===== src/hdl/mcsr_map.vh =====
// Offsets, field positions and reset values of the core special registers
`ifndef MCSR_MAP_VH
`define MCSR_MAP_VH
`define MCSR_STACK_TOP_ADDR     8'h81
`define MCSR_PTR0_LOW_ADDR      8'h82
`define MCSR_PTR0_HIGH_ADDR     8'h83
`define MCSR_PTR1_LOW_ADDR      8'h84
`define MCSR_PTR1_HIGH_ADDR     8'h85
`define MCSR_POWER_CTL_ADDR     8'h87
`define MCSR_PTR_SELECT_ADDR    8'h92
`define MCSR_STATUS_ADDR        8'hD0
`define MCSR_ACCUM_ADDR         8'hE0
`define MCSR_MULT_AUX_ADDR      8'hF0
`define MCSR_ST_ODD_BIT         0
`define MCSR_ST_USER1_BIT       1
`define MCSR_ST_OVF_BIT         2
`define MCSR_ST_BANK_LO         3
`define MCSR_ST_BANK_HI         4
`define MCSR_ST_USER0_BIT       5
`define MCSR_ST_HALF_BIT        6
`define MCSR_ST_CARRY_BIT       7
`define MCSR_PC_BAUD_BIT        7
`define MCSR_PC_CODEWR_BIT      4
`define MCSR_PC_RW_MASK         8'hFC
`define MCSR_STACK_TOP_RST      8'h07
`define MCSR_BYTE_RST           8'h00
`define MCSR_FLAG_RST           1'h0
`define MCSR_BANK_RST           2'h0
`define MCSR_WORD_RST           16'h0000
`endif


===== src/hdl/mcsr_core_regs.v =====
// Core special registers: accumulator, aux, status, stack, pointers, power control
//
// Summary of operation
// - Odd-ones flag tracks accumulator parity
// - Odd-ones flag ignores software writes
// - Bank field selects working register base
// - Status bit 7 holds carry
// - Status bit 6 holds half carry
// - Status bit 2 holds overflow
// - Status bits 5,1 free user flags
// - Stack pointer pre-increments on push/call
// - Stack pointer post-decrements on pop/return
// - Select bit picks active data pointer
// - Pointer 0 low/high at 0x82/0x83
// - Pointer 1 low/high at 0x84/0x85
// - Active pointer gives 16-bit address, writable whole
// - Accumulator at 0xE0 holds operand/result
// - Aux byte at 0xF0 for multiply/divide
// - Power bit 7 selects serial baud doubling
// - Power bit 4 enables code write mode
// - Power bits 1,0 read zero
// - Power bits 6,5,3,2 plain spare flags
// - Only 0xD0, 0xE0 and 0xF0 are bit addressable
// - Low 32 bytes form four banks
`timescale 1ns/1ps
`include "mcsr_map.vh"
module mcsr_core_regs (
    // Clock and reset
    input  wire        i_clk,
    input  wire        i_srst,
    // Special register byte access
    input  wire [7:0]  i_sfr_addr,
    input  wire        i_sfr_wr,
    input  wire [7:0]  i_sfr_wdata,
    input  wire        i_sfr_rd,
    output reg  [7:0]  o_sfr_rdata,
    output reg         o_sfr_hit,
    // Special register bit access
    input  wire [7:0]  i_bit_addr,
    input  wire        i_bit_wr,
    input  wire        i_bit_wdata,
    output reg         o_bit_rdata,
    output reg         o_bit_hit,
    // Execution core: accumulator and aux results
    input  wire        i_acc_ld,
    input  wire [7:0]  i_acc_val,
    input  wire        i_aux_ld,
    input  wire [7:0]  i_aux_val,
    // Execution core: arithmetic flags
    input  wire        i_cy_ld,
    input  wire        i_cy_val,
    input  wire        i_ac_ld,
    input  wire        i_ac_val,
    input  wire        i_ov_ld,
    input  wire        i_ov_val,
    // Execution core: stack
    input  wire        i_stack_push,
    input  wire        i_stack_pop,
    // Execution core: active pointer word
    input  wire        i_dptr_ld,
    input  wire [15:0] i_dptr_val,
    input  wire        i_dptr_inc,
    // Values to the core
    output reg  [7:0]  o_acc,
    output reg  [7:0]  o_aux,
    output reg  [7:0]  o_status,
    output reg  [7:0]  o_stack_top,
    output reg  [7:0]  o_stack_wr_addr,
    output reg  [15:0] o_dptr,
    output reg  [4:0]  o_bank_base,
    output reg         o_carry,
    output reg         o_baud_double,
    output reg         o_code_write_en
);
    reg  [7:0]  acc_ff;
    reg  [7:0]  aux_ff;
    reg         cy_ff;
    reg         ac_ff;
    reg         ov_ff;
    reg         f0_ff;
    reg         f1_ff;
    reg  [1:0]  bank_ff;
    reg  [7:0]  sp_ff;
    wire [15:0] ptr0_word;
    wire [15:0] ptr1_word;
    wire [15:0] nxt_ptr0;
    wire [15:0] nxt_ptr1;
    reg         sel_ff;
    reg  [7:0]  pc_ff;

    reg  [7:0]  nxt_acc;
    reg  [7:0]  nxt_aux;
    reg  [7:0]  nxt_sp;
    reg  [7:0]  nxt_pc;
    reg         nxt_sel;
    reg  [7:0]  nxt_st;
    reg  [7:0]  st_now;
    reg  [7:0]  rd_mux;
    reg         rd_hit;
    reg  [7:0]  bit_reg;
    reg         bit_ok;
    wire [7:0]  bit_byte;
    wire [2:0]  bit_pos;
    wire        nxt_par;

    assign bit_byte = {i_bit_addr[7:3], 3'h0};
    assign bit_pos  = i_bit_addr[2:0];

    // Status byte as stored, parity from live accumulator
    always @* begin
        st_now = 8'h00;
        st_now[`MCSR_ST_CARRY_BIT] = cy_ff;
        st_now[`MCSR_ST_HALF_BIT]  = ac_ff;
        st_now[`MCSR_ST_USER0_BIT] = f0_ff;
        st_now[`MCSR_ST_BANK_HI]   = bank_ff[1];
        st_now[`MCSR_ST_BANK_LO]   = bank_ff[0];
        st_now[`MCSR_ST_OVF_BIT]   = ov_ff;
        st_now[`MCSR_ST_USER1_BIT] = f1_ff;
        st_now[`MCSR_ST_ODD_BIT]   = ^acc_ff;
    end

    // Byte read decode
    always @* begin
        rd_hit = 1'h1;
        case (i_sfr_addr)
            `MCSR_ACCUM_ADDR:      rd_mux = acc_ff;
            `MCSR_MULT_AUX_ADDR:   rd_mux = aux_ff;
            `MCSR_STATUS_ADDR:     rd_mux = st_now;
            `MCSR_STACK_TOP_ADDR:  rd_mux = sp_ff;
            `MCSR_PTR0_LOW_ADDR:   rd_mux = ptr0_word[7:0];
            `MCSR_PTR0_HIGH_ADDR:  rd_mux = ptr0_word[15:8];
            `MCSR_PTR1_LOW_ADDR:   rd_mux = ptr1_word[7:0];
            `MCSR_PTR1_HIGH_ADDR:  rd_mux = ptr1_word[15:8];
            `MCSR_POWER_CTL_ADDR:  rd_mux = pc_ff & `MCSR_PC_RW_MASK;
            `MCSR_PTR_SELECT_ADDR: rd_mux = {7'h00, sel_ff};
            default: begin
                rd_mux = 8'h00;
                rd_hit = 1'h0;
            end
        endcase
    end

    // Bit access picks only bit-addressable bytes
    always @* begin
        bit_ok = 1'h1;
        case (bit_byte)
            `MCSR_ACCUM_ADDR:    bit_reg = acc_ff;
            `MCSR_MULT_AUX_ADDR: bit_reg = aux_ff;
            `MCSR_STATUS_ADDR:   bit_reg = st_now;
            default: begin
                bit_reg = 8'h00;
                bit_ok  = 1'h0;
            end
        endcase
    end

    // Data pointer 0, active while the select bit is low
    mcsr_dptr_pair #(
        .LOW_ADDR   (`MCSR_PTR0_LOW_ADDR),
        .HIGH_ADDR  (`MCSR_PTR0_HIGH_ADDR)
    ) u_ptr0 (
        .i_clk      (i_clk),
        .i_srst     (i_srst),
        .i_sfr_addr (i_sfr_addr),
        .i_sfr_wr   (i_sfr_wr),
        .i_sfr_wdata(i_sfr_wdata),
        .i_active   (~sel_ff),
        .i_word_ld  (i_dptr_ld),
        .i_word_val (i_dptr_val),
        .i_word_inc (i_dptr_inc),
        .o_word     (ptr0_word),
        .o_nxt_word (nxt_ptr0)
    );

    // Data pointer 1, active while the select bit is high
    mcsr_dptr_pair #(
        .LOW_ADDR   (`MCSR_PTR1_LOW_ADDR),
        .HIGH_ADDR  (`MCSR_PTR1_HIGH_ADDR)
    ) u_ptr1 (
        .i_clk      (i_clk),
        .i_srst     (i_srst),
        .i_sfr_addr (i_sfr_addr),
        .i_sfr_wr   (i_sfr_wr),
        .i_sfr_wdata(i_sfr_wdata),
        .i_active   (sel_ff),
        .i_word_ld  (i_dptr_ld),
        .i_word_val (i_dptr_val),
        .i_word_inc (i_dptr_inc),
        .o_word     (ptr1_word),
        .o_nxt_word (nxt_ptr1)
    );

    // Next values: software first, core results override
    always @* begin
        nxt_acc = acc_ff;
        nxt_aux = aux_ff;
        nxt_st  = st_now;
        nxt_sp  = sp_ff;
        nxt_pc  = pc_ff;
        nxt_sel = sel_ff;
        if (i_sfr_wr) begin
            case (i_sfr_addr)
                `MCSR_ACCUM_ADDR:      nxt_acc = i_sfr_wdata;
                `MCSR_MULT_AUX_ADDR:   nxt_aux = i_sfr_wdata;
                `MCSR_STATUS_ADDR:     nxt_st  = i_sfr_wdata;
                `MCSR_STACK_TOP_ADDR:  nxt_sp  = i_sfr_wdata;
                `MCSR_POWER_CTL_ADDR:  nxt_pc  = i_sfr_wdata & `MCSR_PC_RW_MASK;
                `MCSR_PTR_SELECT_ADDR: nxt_sel = i_sfr_wdata[0];
                default: nxt_sel = sel_ff;
            endcase
        end
        if (i_bit_wr && bit_ok) begin
            case (bit_byte)
                `MCSR_ACCUM_ADDR:    nxt_acc[bit_pos] = i_bit_wdata;
                `MCSR_MULT_AUX_ADDR: nxt_aux[bit_pos] = i_bit_wdata;
                `MCSR_STATUS_ADDR:   nxt_st[bit_pos]  = i_bit_wdata;
                default:             ;
            endcase
        end
        if (i_acc_ld)
            nxt_acc = i_acc_val;
        if (i_aux_ld)
            nxt_aux = i_aux_val;
        if (i_cy_ld)
            nxt_st[`MCSR_ST_CARRY_BIT] = i_cy_val;
        if (i_ac_ld)
            nxt_st[`MCSR_ST_HALF_BIT] = i_ac_val;
        if (i_ov_ld)
            nxt_st[`MCSR_ST_OVF_BIT] = i_ov_val;
        if (i_stack_push)
            nxt_sp = sp_ff + 8'h01;
        else if (i_stack_pop)
            nxt_sp = sp_ff - 8'h01;
    end

    assign nxt_par = ^nxt_acc;

    // Byte registers of the core
    always @(posedge i_clk) begin
        if (i_srst) begin
            acc_ff <= `MCSR_BYTE_RST;
            aux_ff <= `MCSR_BYTE_RST;
            sp_ff  <= `MCSR_STACK_TOP_RST;
            pc_ff  <= `MCSR_BYTE_RST;
            sel_ff <= `MCSR_FLAG_RST;
        end else begin
            acc_ff <= nxt_acc;
            aux_ff <= nxt_aux;
            sp_ff  <= nxt_sp;
            pc_ff  <= nxt_pc;
            sel_ff <= nxt_sel;
        end
    end

    // Status flags apart from parity
    always @(posedge i_clk) begin
        if (i_srst) begin
            cy_ff   <= `MCSR_FLAG_RST;
            ac_ff   <= `MCSR_FLAG_RST;
            ov_ff   <= `MCSR_FLAG_RST;
            f0_ff   <= `MCSR_FLAG_RST;
            f1_ff   <= `MCSR_FLAG_RST;
            bank_ff <= `MCSR_BANK_RST;
        end else begin
            cy_ff   <= nxt_st[`MCSR_ST_CARRY_BIT];
            ac_ff   <= nxt_st[`MCSR_ST_HALF_BIT];
            ov_ff   <= nxt_st[`MCSR_ST_OVF_BIT];
            f0_ff   <= nxt_st[`MCSR_ST_USER0_BIT];
            f1_ff   <= nxt_st[`MCSR_ST_USER1_BIT];
            bank_ff <= nxt_st[`MCSR_ST_BANK_HI:`MCSR_ST_BANK_LO];
        end
    end

    // Read answers one cycle later: bytes after the strobe, bits after the address
    always @(posedge i_clk) begin
        if (i_srst) begin
            o_sfr_rdata <= `MCSR_BYTE_RST;
            o_sfr_hit   <= `MCSR_FLAG_RST;
            o_bit_rdata <= `MCSR_FLAG_RST;
            o_bit_hit   <= `MCSR_FLAG_RST;
        end else begin
            o_sfr_rdata <= i_sfr_rd ? rd_mux : 8'h00;
            o_sfr_hit   <= i_sfr_rd & rd_hit;
            o_bit_rdata <= bit_ok & bit_reg[bit_pos];
            o_bit_hit   <= bit_ok;
        end
    end

    // Mirrors to the core, equal to the registers after the edge
    always @(posedge i_clk) begin
        if (i_srst) begin
            o_acc           <= `MCSR_BYTE_RST;
            o_aux           <= `MCSR_BYTE_RST;
            o_status        <= `MCSR_BYTE_RST;
            o_stack_top     <= `MCSR_STACK_TOP_RST;
            o_stack_wr_addr <= `MCSR_STACK_TOP_RST + 8'h01;
            o_dptr          <= `MCSR_WORD_RST;
            o_bank_base     <= {`MCSR_BANK_RST, 3'h0};
            o_carry         <= `MCSR_FLAG_RST;
            o_baud_double   <= `MCSR_FLAG_RST;
            o_code_write_en <= `MCSR_FLAG_RST;
        end else begin
            o_acc           <= nxt_acc;
            o_aux           <= nxt_aux;
            // Parity follows the accumulator only
            o_status        <= {nxt_st[7:1], nxt_par};
            o_stack_top     <= nxt_sp;
            o_stack_wr_addr <= nxt_sp + 8'h01;
            o_dptr          <= nxt_sel ? nxt_ptr1 : nxt_ptr0;
            o_bank_base     <= {nxt_st[`MCSR_ST_BANK_HI:`MCSR_ST_BANK_LO], 3'h0};
            o_carry         <= nxt_st[`MCSR_ST_CARRY_BIT];
            o_baud_double   <= nxt_pc[`MCSR_PC_BAUD_BIT];
            o_code_write_en <= nxt_pc[`MCSR_PC_CODEWR_BIT];
        end
    end
endmodule // mcsr_core_regs

// One 16-bit data pointer: two software bytes plus core word updates
module mcsr_dptr_pair #(
    parameter [7:0] LOW_ADDR  = `MCSR_PTR0_LOW_ADDR,
    parameter [7:0] HIGH_ADDR = `MCSR_PTR0_HIGH_ADDR
) (
    // Clock and reset
    input  wire        i_clk,
    input  wire        i_srst,
    // Software byte writes
    input  wire [7:0]  i_sfr_addr,
    input  wire        i_sfr_wr,
    input  wire [7:0]  i_sfr_wdata,
    // Core word updates, taken only while active
    input  wire        i_active,
    input  wire        i_word_ld,
    input  wire [15:0] i_word_val,
    input  wire        i_word_inc,
    // Stored word and its next value
    output wire [15:0] o_word,
    output reg  [15:0] o_nxt_word
);
    reg  [7:0]  low_ff;
    reg  [7:0]  high_ff;
    reg  [15:0] step_word;

    // High byte upper address, low byte lower address
    assign o_word = {high_ff, low_ff};

    // Word load beats step; core update beats same-cycle byte write
    always @* begin
        step_word  = i_word_ld ? i_word_val : (o_word + 16'h0001);
        o_nxt_word = o_word;
        if (i_sfr_wr && (i_sfr_addr == LOW_ADDR))
            o_nxt_word[7:0] = i_sfr_wdata;
        if (i_sfr_wr && (i_sfr_addr == HIGH_ADDR))
            o_nxt_word[15:8] = i_sfr_wdata;
        if (i_active && (i_word_ld || i_word_inc))
            o_nxt_word = step_word;
    end

    // Pointer byte storage
    always @(posedge i_clk) begin
        if (i_srst) begin
            low_ff  <= `MCSR_BYTE_RST;
            high_ff <= `MCSR_BYTE_RST;
        end else begin
            low_ff  <= o_nxt_word[7:0];
            high_ff <= o_nxt_word[15:8];
        end
    end
endmodule // mcsr_dptr_pair


===== config.mk =====
export PLATFORM = sky130hd
export DESIGN_NAME = mcsr_core_regs
export DESIGN_NICKNAME = d
export VERILOG_FILES = /design/src/hdl/mcsr_core_regs.v
export VERILOG_INCLUDE_DIRS = /design/src /design/src/hdl
export SDC_FILE = /design/constraint.sdc
export NUM_CORES = 1
export LEC_CHECK = 0
export BUFFER_PORTS_ARGS = -buffer_cell sky130_fd_sc_hd__buf_2
export CAP_MARGIN = 20
export CORE_MARGIN = 3
export CORE_UTILIZATION = 38
export DETAILED_ROUTE_END_ITERATION = 12
export GPL_TIMING_DRIVEN = 1
export SLEW_MARGIN = 20
export SYNTH_ARGS = -nofsm -noshare
export SYNTH_HDL_FRONTEND = slang
export SYNTH_SLANG_ARGS = --single-unit

===== constraint.sdc =====
create_clock -name i_clk -period 2.9 [get_ports i_clk]
set_clock_uncertainty 0.05 [all_clocks]
set_input_delay 0.145 -clock i_clk [delete_from_list [all_inputs] [get_ports i_clk]]
set_output_delay 0.145 -clock i_clk [all_outputs]
set_load 0.1 [all_outputs]

==> impl_results.md, run 1 <==
- Core footprint: 0.0175 mm^2
- Number of global-route vias before repair: 6557
- Crit path max-delay cell type: dfxtp_1
- Power per cell area: 501 mW/mm^2
- Post-Syn Area: 0.00684 mm^2
- Final hold violation count: 0
- Final setup viols: 0
- Hold Buf Count CTS: 8
- Post-route DRC violation count: 0
- Setup TNS: 0 ns
- Fin nets: 1047
- Initial antenna violation count: 1
- Period utilization: 85.9%
- Worst VDD drop: ~320 uV
- Die span in x: 140 um
- # rows: 48
- Part of the power in registers: just over 40%
- Worst setup path endpoint: o_stack_wr_addr[7]
- Sw frac: 37.4%
- Largest net degree at the start of global routing: 32
- Total CTS buffers: 9
- Die Height: 140 um
- Vias: ~6900
- Vias per cell: 5.79
- Final core utilization: a little under half
- Combinational cell fraction of total power: 28.3%
- Iter 0 DRT Violations: ~560
- Root Buffer: clkbuf_16
- Area Overhead vs Synth: 18.5%
- Number of port buffers: 145
- Mapped Cells: 847
- Share of cells above drive strength 1: 22.1%
- CP max FO: 9
- RSZ-0062 raised after global routing: false
- Switching power: 1.52 mW
- Clock power frac: 31.4%
- YS warnings: 0
- Post-route ant nets: 0
- Drt first pass iters: 5
- Final Wtd Congestion: about 1
- Design area: roughly 0.008 mm^2
- Total setup buffers inserted after CTS: 0
- EDFF count, synth: 0
- Final Routed Wirelength: 24100 um
- Clock tree sinks: 106
- Critical path endpoint category: flop
- PnR worst setup slack: roughly 0.4 ns
- Final min period: 2.49 ns
- Post-DR wirelength/cell: just over 20 um
- Worst-margin pin slew: about 0.92 ns
- P_int: 2.54 mW
- Largest stage delay on the critical path: 0.55 ns
- Clk slew on worst S/H paths: approximately 0.070 ns
- Synthesized flop and latch total: 106
- Worst skew pair latency: 0.35 ns
- Ys flop type: dfxtp_1
- Total die area: approximately 0.020 mm^2
- Dpl ws: just under 0.3 ns
- Run status: completed
- Reg-to-reg critical path startpoint: o_stack_top[0]
- Fmax: 0.401 GHz
- Pleak: roughly 3.6 nW
- Hold slack: approximately 0.023 ns
- First-pass GRT wire length: between 30000 and 40000 um
- CTS resizes: 0
- Starting Density: 39.1%
- Startpoint types: flop
- Slew Viols, Final: 0
- Worst Reg2Reg Path Length in Cells: 10
- Crit path from: o_stack_top[0]
- Avg Synthesized Cell Area: 8.08 um^2
- Worst hold path class: input port to flop
- Max_cap viols: 0
- Max clock buf depth: 2
- WS Path Type: flop to flop
- I/O Pins: 149
- Req. time, crit path: about 3 ns
- Register area share after synthesis: between 30% and 40%
- Cell variety after synth: 67
- H-tree depth: 3
- DP Area: 0.00772 mm^2
- Worst slew margin: 38.6%
- Reg2Reg Setup Slack: 0.41 ns
- Total global-route track usage: roughly a quarter
- HPWL Detailed: 17700 um
- Critical Path, Cell by Cell: inv_1 -> ha_1 -> nor3b_1 -> xor2_1 -> nor3_1 -> a221o_1 -> nor4b_4 -> nand3_1 -> xnor2_1 -> nor2_1
- TritonCTS clock tree: done
- Grt ovf: 0
- Asr flop ratio synth: 0%
- Crit path DAT: between 2 and 3 ns
- End of the worst register-to-register path: o_stack_wr_addr[7]
sequential cells by signal, indices dropped and copies added (netlist names), 6 cells and up:
| name | flops |
|---|---|
| o_acc | 8 |
| u_ptr0.low_ff | 8 |
| o_sfr_rdata | 8 |
| u_ptr0.high_ff | 8 |
| u_ptr1.high_ff | 8 |
| o_stack_top | 8 |
| o_status | 8 |
| u_ptr1.low_ff | 8 |
| o_dptr | 16 |
| pc_ff | 6 |
| o_aux | 8 |
| o_stack_wr_addr | 8 |
metrics by stage:
step,std cells,power [mW]
after CTS,1198,4.08
after detailed placement,1174,2.80
final,1199,4.06
after global routing,1199,4.21
after global placement,1174,2.80
after floorplan,849,2.54
cell type report:
cell class	count	area [um^2]
multi-input cells	659	4360
fillers	1817	9370
flip-flops and latches	106	2120
clock buffers	11	243
well taps	225	282
clock inverters	5	63.8
diodes	1	2.50
inverters	16	60.1
repair buffers	176	978
metal layers:
| layer | GRT usage (%) | vias up | routed length [um] |
|---|---|---|---|
| li1 | - | 3305 | - |
| met1 | 34.5 | 3316 | 11300 |
| met3 | 4.40 | 34 | 1800 |
| met5 | 0 | - | 0 |
| met4 | 7.24 | 0 | 487 |
| met2 | 36.0 | 283 | 10600 |
logic make-up (layout without fill, tap and decap cells):
logic type | after synthesis | after routing | synth area share, %
flip-flops | 106 | 106 | 31.0
AO/OA/AOI/OAI | 228 | 228 | 22.3
multiplexers | 73 | 73 | 11.2
adder cells (fa/ha/maj) | 5 | 5 | 0.914
XOR/XNOR | 52 | 52 | 6.66
buffers and inverters | 84 | 208 | 5.41
AND/OR/NAND/NOR | 298 | 298 | 22.4
other | 1 | 4 | 0.0548
power by group through the flow:
stage / combinational, mW / sequential (mW) / clock [mW]
after global routing: 1.22 / 1.65 / 1.35
after floorplan: 0.476 / 2.06 / 0
after global placement: 1.13 / 1.67 / 0
after detailed placement: 1.13 / 1.67 / 0
after CTS: 1.15 / 1.63 / 1.30
final: 1.15 / 1.64 / 1.28
cells in the mapped netlist (all sizes together) (5+ instances only):
library cell | n | area (um^2)
a211oi | 22 | 165
a21o | 9 | 67.6
a21oi | 66 | 330
a221o | 5 | 50.1
a22oi | 18 | 135
a31oi | 10 | 62.6
and3 | 13 | 81.3
buf | 23 | 139
clkbuf | 45 | 171
dfxtp | 106 | 2120
ha | 5 | 62.6
inv | 15 | 56.3
mux2 | 19 | 214
mux2i | 54 | 553
nand2 | 74 | 278
nand2b | 13 | 81.3
nand3 | 30 | 150
nand3b | 6 | 45.0
nand4 | 6 | 43.8
nor2 | 78 | 293
nor2b | 27 | 169
nor3 | 17 | 90.1
nor3b | 6 | 45.0
o211ai | 16 | 120
o21ai | 29 | 145
o22a | 14 | 123
o22ai | 16 | 100
xnor2 | 41 | 359
xor2 | 11 | 96.3
how the worst min path moves through the flow:
stage | startpoint | to | slack [ns] | depth (start not counted)
6_report | i_cy_ld | o_status[7] | 0.02 | 3
5_1_grt | i_cy_ld | o_status[7] | 0.02 | 3
4_1_cts | i_cy_ld | o_status[7] | 0.02 | 3
3_5_place_dp | i_aux_val[6] | o_aux[6] | 0.33 | 3
3_3_place_gp | i_aux_val[6] | o_aux[6] | 0.32 | 3
2_1_floorplan | i_cy_val | o_status[7] | 0.23 | 2
critical path: cells and delay by family, from the launching register on:
family                     cells  cell delay (ns)
and+or+nand+nor                5             0.74
DFF                            1             0.55
AOI/OAI and AO/OA              1             0.37
xor gates and xnor gates       2             0.32
adders and majority gates      1             0.24
buffers and inverters          1             0.08
cells in the final DEF, fill, tap and decap left out, types with 5 or more instances in the layout:
master / count
dlygate4sd3_1: 8
o22ai_1: 16
o21ai_0: 27
nand2b_1: 13
nand2_1: 74
nor2b_1: 27
a211oi_1: 22
nand4_1: 5
xnor2_1: 41
mux2i_1: 53
o211ai_1: 16
nand3_1: 30
mux2_2: 19
inv_1: 14
and3_1: 13
ha_1: 5
o22a_1: 14
nor2_1: 78
clkbuf_16: 9
nor3b_1: 6
nand3b_1: 6
a31oi_1: 10
a21oi_1: 66
buf_2: 145
a22oi_1: 18
buf_4: 23
a21o_1: 9
a221o_1: 5
xor2_1: 11
dfxtp_1: 106
nor3_1: 16
No activity file was read; power rests on OpenSTA's default activity.
==> run 2, diff against run 1 <==
CELL_PAD_IN_SITES_DETAIL_PLACEMENT = 0   (was default)
CELL_PAD_IN_SITES_GLOBAL_PLACEMENT = 1   (was default)
PLACE_DENSITY_LB_ADDON = 0.1   (was default)
SETUP_SLACK_MARGIN = 0.05   (was default)
==> impl_results.md, run 2 (synthesis gave the netlist of run 1 again) <==
- Run status: completed
- Drt first pass iters: 6 (+1)
- Vias: 6935 (-0.043%)
- Core footprint: 0.0175 mm^2 (unchanged)
- Largest register FFs: 16 (unchanged)
- Vias per cell: 5.79 (+0.12%)
- Dpl ws: 0.424 ns (+0.131 ns)
- Total CTS buffers: 9 (unchanged)
- Total setup buffers inserted after CTS: 0 (unchanged)
- Period utilization: 82.6% (-3.3 points)
- Final hold violation count: 0 (unchanged)
- Die span in x: 140 um (unchanged)
- Post-DR wirelength/cell: 20.6 um (+2.2%)
- Tot Pwr: 4.19 mW (+3.1%)
- Metal3 WL: 1790 um (-0.17%)
- Die Height: 140 um (unchanged)
- Final setup viols: 0 (unchanged)
- WS Path Type: flop to flop
- PnR worst setup slack: 0.504 ns (+0.0954 ns)
- # rows: 48 (unchanged)
- Worst VDD drop: 322 uV (+0.18%)
- Most common cell after layout, fill and taps aside: buf_2
- Slew Viols, Final: 0 (unchanged)
- CTS resizes: 0 (unchanged)
- H-tree depth: 3 (unchanged)
- Req. time, crit path: 3.10 ns (about the same)
- Fmax: 0.417 GHz (+4.0%)
- Post-route ant nets: 0 (unchanged)
- Routed wl met2: 10900 um (+3.1%)
- Largest net degree at the start of global routing: 30 (-6.3%)
- Final min period: 2.40 ns (-0.0954 ns)
- Iter 0 DRT Violations: 786 (+41%)
- Setup TNS: 0 ns (unchanged)
- Startpoint types: flop
- Crit path from: o_stack_top[0]
- Met1 wire length: 11300 um (+0.69%)
- Clk slew on worst S/H paths: 0.08 ns (about the same)
- Final core utilization: 46.5% (+0.064 points)
- Number of port buffers: 145 (unchanged)
- Worst-margin pin slew: 0.972 ns (+0.0547 ns)
- Worst slew margin: 35.0% (-3.7 points)
- FILL cells: 1777 (-2.2%)
- Pleak: 3.55 nW (-0.13%)
- Area Overhead vs Synth: 18.7%
- Post-route DRC violation count: 0 (unchanged)
- End of the worst register-to-register path: o_stack_wr_addr[7]
- Max layer used: met4
- Critical path endpoint category: flop
- Reg2Reg Setup Slack: 0.50 ns (+0.10 ns)
- Clock tree sinks: 106 (unchanged)
- Power per cell area: 516 mW/mm^2 (+3.0%)
- Max_cap viols: 0 (unchanged)
- Grt ovf: 0 (unchanged)
- Initial antenna violation count: 2 (+1)
- CP max FO: 9 (unchanged)
- Fin nets: 1044 (-0.29%)
- Max clock buf depth: 2 (unchanged)
- Total die area: 0.0197 mm^2 (unchanged)
- HPWL Detailed: 18000 um (+1.8%)
- Worst setup path endpoint: o_stack_wr_addr[7]
- Worst Reg2Reg Path Length in Cells: 10 (unchanged)
- TritonCTS clock tree: done
- Share of cells above drive strength 1: 21.9% (-0.24 points)
- Final Routed Wirelength: 24600 um (+2.1%)
- Root Buffer: clkbuf_16
- I/O Pins: 149 (unchanged)
- First-pass GRT wire length: 38100 um (+3.3%)
- Reg-to-reg critical path startpoint: o_stack_top[0]
- RSZ-0062 raised after global routing: false
- Worst skew pair latency: 0.36 ns (about the same)
- WHS Path Cells: 4 (+1)
- Final Wtd Congestion: 0.884 (-9.9%)
- Starting Density: 39.1% (unchanged)
- Most frequent cells in the layout: 145 x buf_2, 106 x dfxtp_1, 78 x nor2_1, 74 x nand2_1, 66 x a21oi_1
- Worst hold path class: input port to flop
- Number of global-route vias before repair: 6647 (+1.4%)
- Top reg by flops: o_dptr
- Total global-route track usage: 24.5% (+0.67 points)
- Crit path DAT: 2.59 ns (-0.09 ns)
[run 2: worst max-delay path, cell delays in order, from the launching register on]
cell and delay [ns]:
dfxtp_1 0.53, inv_1 0.09, ha_1 0.24, nor3b_1 0.16
xor2_1 0.14, nor3_1 0.07, a221o_1 0.37, nor4b_4 0.32
nand3_1 0.13, xnor2_1 0.15, nor2_1 0.05
[run 2: worst min path at each step]
stage | endpoint | slack (ns) | from
6_report | o_status[2] | 0.04 | i_ov_val
5_1_grt | o_status[6] | 0.07 | i_ac_ld
4_1_cts | o_status[6] | 0.03 | i_ac_val
3_5_place_dp | o_status[7] | 0.33 | i_cy_val
3_3_place_gp | o_status[7] | 0.32 | i_cy_val
2_1_floorplan | o_status[7] | 0.23 | i_cy_val
[run 2: timing repair]
item                       in CTS  in global routing
hold endpoints to repair        8                  0
setup endpoints to repair       0                  0
hold buffers                    9                  0
[run 2: per-stage QoR]
step	std cells	hold slack, ns	area (um^2)
after global placement	1170	0.320	7690
after floorplan	849	0.234	6850
final	1197	0.0360	8120
after global routing	1197	0.0696	8120
after detailed placement	1170	0.330	7690
after CTS	1195	0.0250	8110
[run 2: final cells by class]
cell class	count	area (um^2)	area share [%]
Antenna cell	2	5.00	0.0616
Clock buffer	10	239	2.94
Timing Repair Buffer	173	958	11.8
Clock inverter	6	96.3	1.19
Sequential cell	106	2120	26.1
Inverter	16	60.1	0.740
Multi-Input combinational cell	659	4360	53.7
Tap cell	225	282	3.47
[run 2: metal layers]
metal / vias to the layer above / global-route usage (%)
met5: - / 0
met4: 0 / 8.01
met3: 40 / 3.58
met2: 292 / 37.7
met1: 3308 / 35.3
li1: 3295 / -
[run 2: power by group]
part           leakage (nW)  internal, mW  total [mW]  switching (mW)
Clock                 0.161         0.793        1.41           0.617
Sequential            0.869          1.53        1.63          0.0982
Combinational          2.52         0.308        1.15           0.841
Total                  3.55          2.64        4.19            1.56
==> run 3, diff against run 2 <==
clock period = 2.5 ns   (was 2.9 ns; I/O delays follow)
==> impl_results.md, run 3 (synthesis gave the netlist of run 1 again) <==
- Reg-to-reg critical path startpoint: o_stack_top[0]
- Reg2Reg Setup Slack: 0.24 ns (-0.27 ns)
- Antenna fix cells: 0 (-2)
- WHS Path Cells: 3 (-1)
- I/O Pins: 149 (unchanged)
- Fmax: 0.442 GHz (+6.0%)
- Total CTS buffers: 9 (unchanged)
- Largest register FFs: 16 (unchanged)
- Worst skew pair latency: 0.36 ns (about the same)
- Vias: 6997 (+0.89%)
- Final Routed Wirelength: 25300 um (+2.7%)
- Total die area: 0.0197 mm^2 (unchanged)
- # rows: 48 (unchanged)
- Metal3 WL: 1590 um (-12%)
- Hold EP: o_status[2]
- Req. time, crit path: 2.69 ns (-0.41 ns)
- Largest net degree at the start of global routing: 51 (+70%)
- Post-DR wirelength/cell: 20.8 um (+1.2%)
- Final setup viols: 0 (unchanged)
- First-pass GRT wire length: 38900 um (+2.2%)
- Die Height: 140 um (unchanged)
- Power per cell area: 579 mW/mm^2 (+12%)
- Worst slew margin: 50.8% (+16 points)
- Routed wl met2: 11700 um (+6.9%)
- Area Overhead vs Synth: 20.8%
- WS Path Type: flop to flop
- Grt ovf: 0 (unchanged)
- Share of cells above drive strength 1: 23.8% (+2.0 points)
- Hold_sp: i_ov_ld
- Clock tree sinks: 106 (unchanged)
- H-tree depth: 3 (unchanged)
- Most frequent cells in the layout: 145 x buf_2, 101 x dfxtp_1, 78 x nor2_1, 74 x nand2_1, 66 x a21oi_1
- Crit path DAT: 2.45 ns (-0.14 ns)
- Vias per cell: 5.76 (-0.60%)
- Max clock buf depth: 2 (unchanged)
- Root Buffer: clkbuf_16
- End of the worst register-to-register path: o_stack_wr_addr[7]
- Number of global-route vias before repair: 6663 (+0.24%)
- Critical path endpoint category: flop
- Die span in x: 140 um (unchanged)
- Worst hold path class: input port to flop
- RSZ-0062 raised after global routing: false
- Pleak: 3.64 nW (+2.6%)
- HPWL Detailed: 18800 um (+4.2%)
- Final Wtd Congestion: 0.891 (+0.74%)
- Most common cell after layout, fill and taps aside: buf_2
- Starting Density: 39.1% (unchanged)
- Max_cap viols: 0 (unchanged)
- Iter 0 DRT Violations: 583 (-26%)
- Initial antenna violation count: 0 (-2)
- DP Area: 0.00786 mm^2 (+2.2%)
- Met1 wire length: 11600 um (+2.8%)
- Period utilization: 90.5% (+7.8 points)
- Number of port buffers: 145 (unchanged)
- Drt first pass iters: 5 (-1)
- Core footprint: 0.0175 mm^2 (unchanged)
- Worst VDD drop: 301 uV (-6.6%)
- Slew Viols, Final: 0 (unchanged)
- Fin cells: 1215 (+1.5%)
- Startpoint types: flop
- Design area: 0.00826 mm^2 (+1.8%)
- Final min period: 2.26 ns (-0.135 ns)
- CP max FO: 9 (unchanged)
- Total global-route track usage: 25.0% (+0.51 points)
- Fin nets: 1064 (+1.9%)
- TritonCTS clock tree: done
- Final hold violation count: 0 (unchanged)
- Post-route DRC violation count: 0 (unchanged)
- Worst-margin pin slew: 0.733 ns (-0.239 ns)
- Clk slew on worst S/H paths: 0.07 ns (about the same)
- Placed Instances: 1190 (+1.7%)
- Top reg by flops: o_dptr
- Run status: completed
- Post-route ant nets: 0 (unchanged)
- Worst Reg2Reg Path Length in Cells: 10 (unchanged)
- Max layer used: met4
- Setup TNS: 0 ns (unchanged)
-- run 3: area by class of cell --
| type | count | area [um^2] |
|---|---|---|
| Clock buffer | 12 | 256 |
| Clock inverter | 4 | 57.6 |
| Inverter | 16 | 60.1 |
| Sequential cell | 106 | 2130 |
| Multi-Input combinational cell | 659 | 4360 |
| Tap cell | 225 | 282 |
| Fill cell | 1773 | 9220 |
| Timing Repair Buffer | 193 | 1120 |
-- run 3: worst max-delay path by stage --
stage / startpoint / to / slack, ns
after floorplan: o_stack_top[0] / o_stack_wr_addr[7] / 0.05
after global placement: i_sfr_addr[4] / o_status[0] / 0.27
after detailed placement: i_sfr_addr[4] / o_status[0] / 0.23
after CTS: o_stack_top[0] / o_stack_wr_addr[7] / 0.25
after global routing: o_stack_top[0] / o_stack_wr_addr[7] / 0.08
final: o_stack_top[0] / o_stack_wr_addr[7] / 0.24
-- run 3: stage by stage --
step           total power, mW  setup slack, ns  hold slack [ns]  utilization, %
6_report                  4.79            0.239           0.0249            47.3
5_1_grt                   4.98           0.0784           0.0364            47.3
4_1_cts                   4.82            0.248           0.0149            47.3
3_5_place_dp              3.27            0.230            0.312            45.0
3_3_place_gp              3.27            0.272            0.299            45.0
2_1_floorplan             2.95           0.0515            0.214               -
-- run 3: power by group --
group          internal [mW]  switching [mW]  total, mW
clock                  0.842           0.689       1.53
sequential              1.78           0.104       1.89
combinational          0.371           0.996       1.37
-- run 3: routing by layer --
layer	track usage (%)	vias to the layer above
met3	3.89	28
met4	6.68	0
li1	-	3326
met5	0	-
met1	35.8	3376
met2	39.4	267
-- run 3: timing repair --
| item | 4_1_cts | 5_1_grt |
|---|---|---|
| hold buffers | 9 | 0 |
| gates resized for setup | 0 | 0 |
| endpoints found under the hold margin | 8 | 0 |
| setup buffers | 0 | 0 |
-- run 3: worst max-delay path, stage by stage (launching register included) --
cell	delay [ns]
dfxtp_2	0.37
inv_1	0.07
ha_1	0.18
nor3b_1	0.23
xor2_1	0.17
nor3_1	0.06
a221o_1	0.37
nor4b_4	0.32
nand3_1	0.13
xnor2_1	0.15
nor2_1	0.05
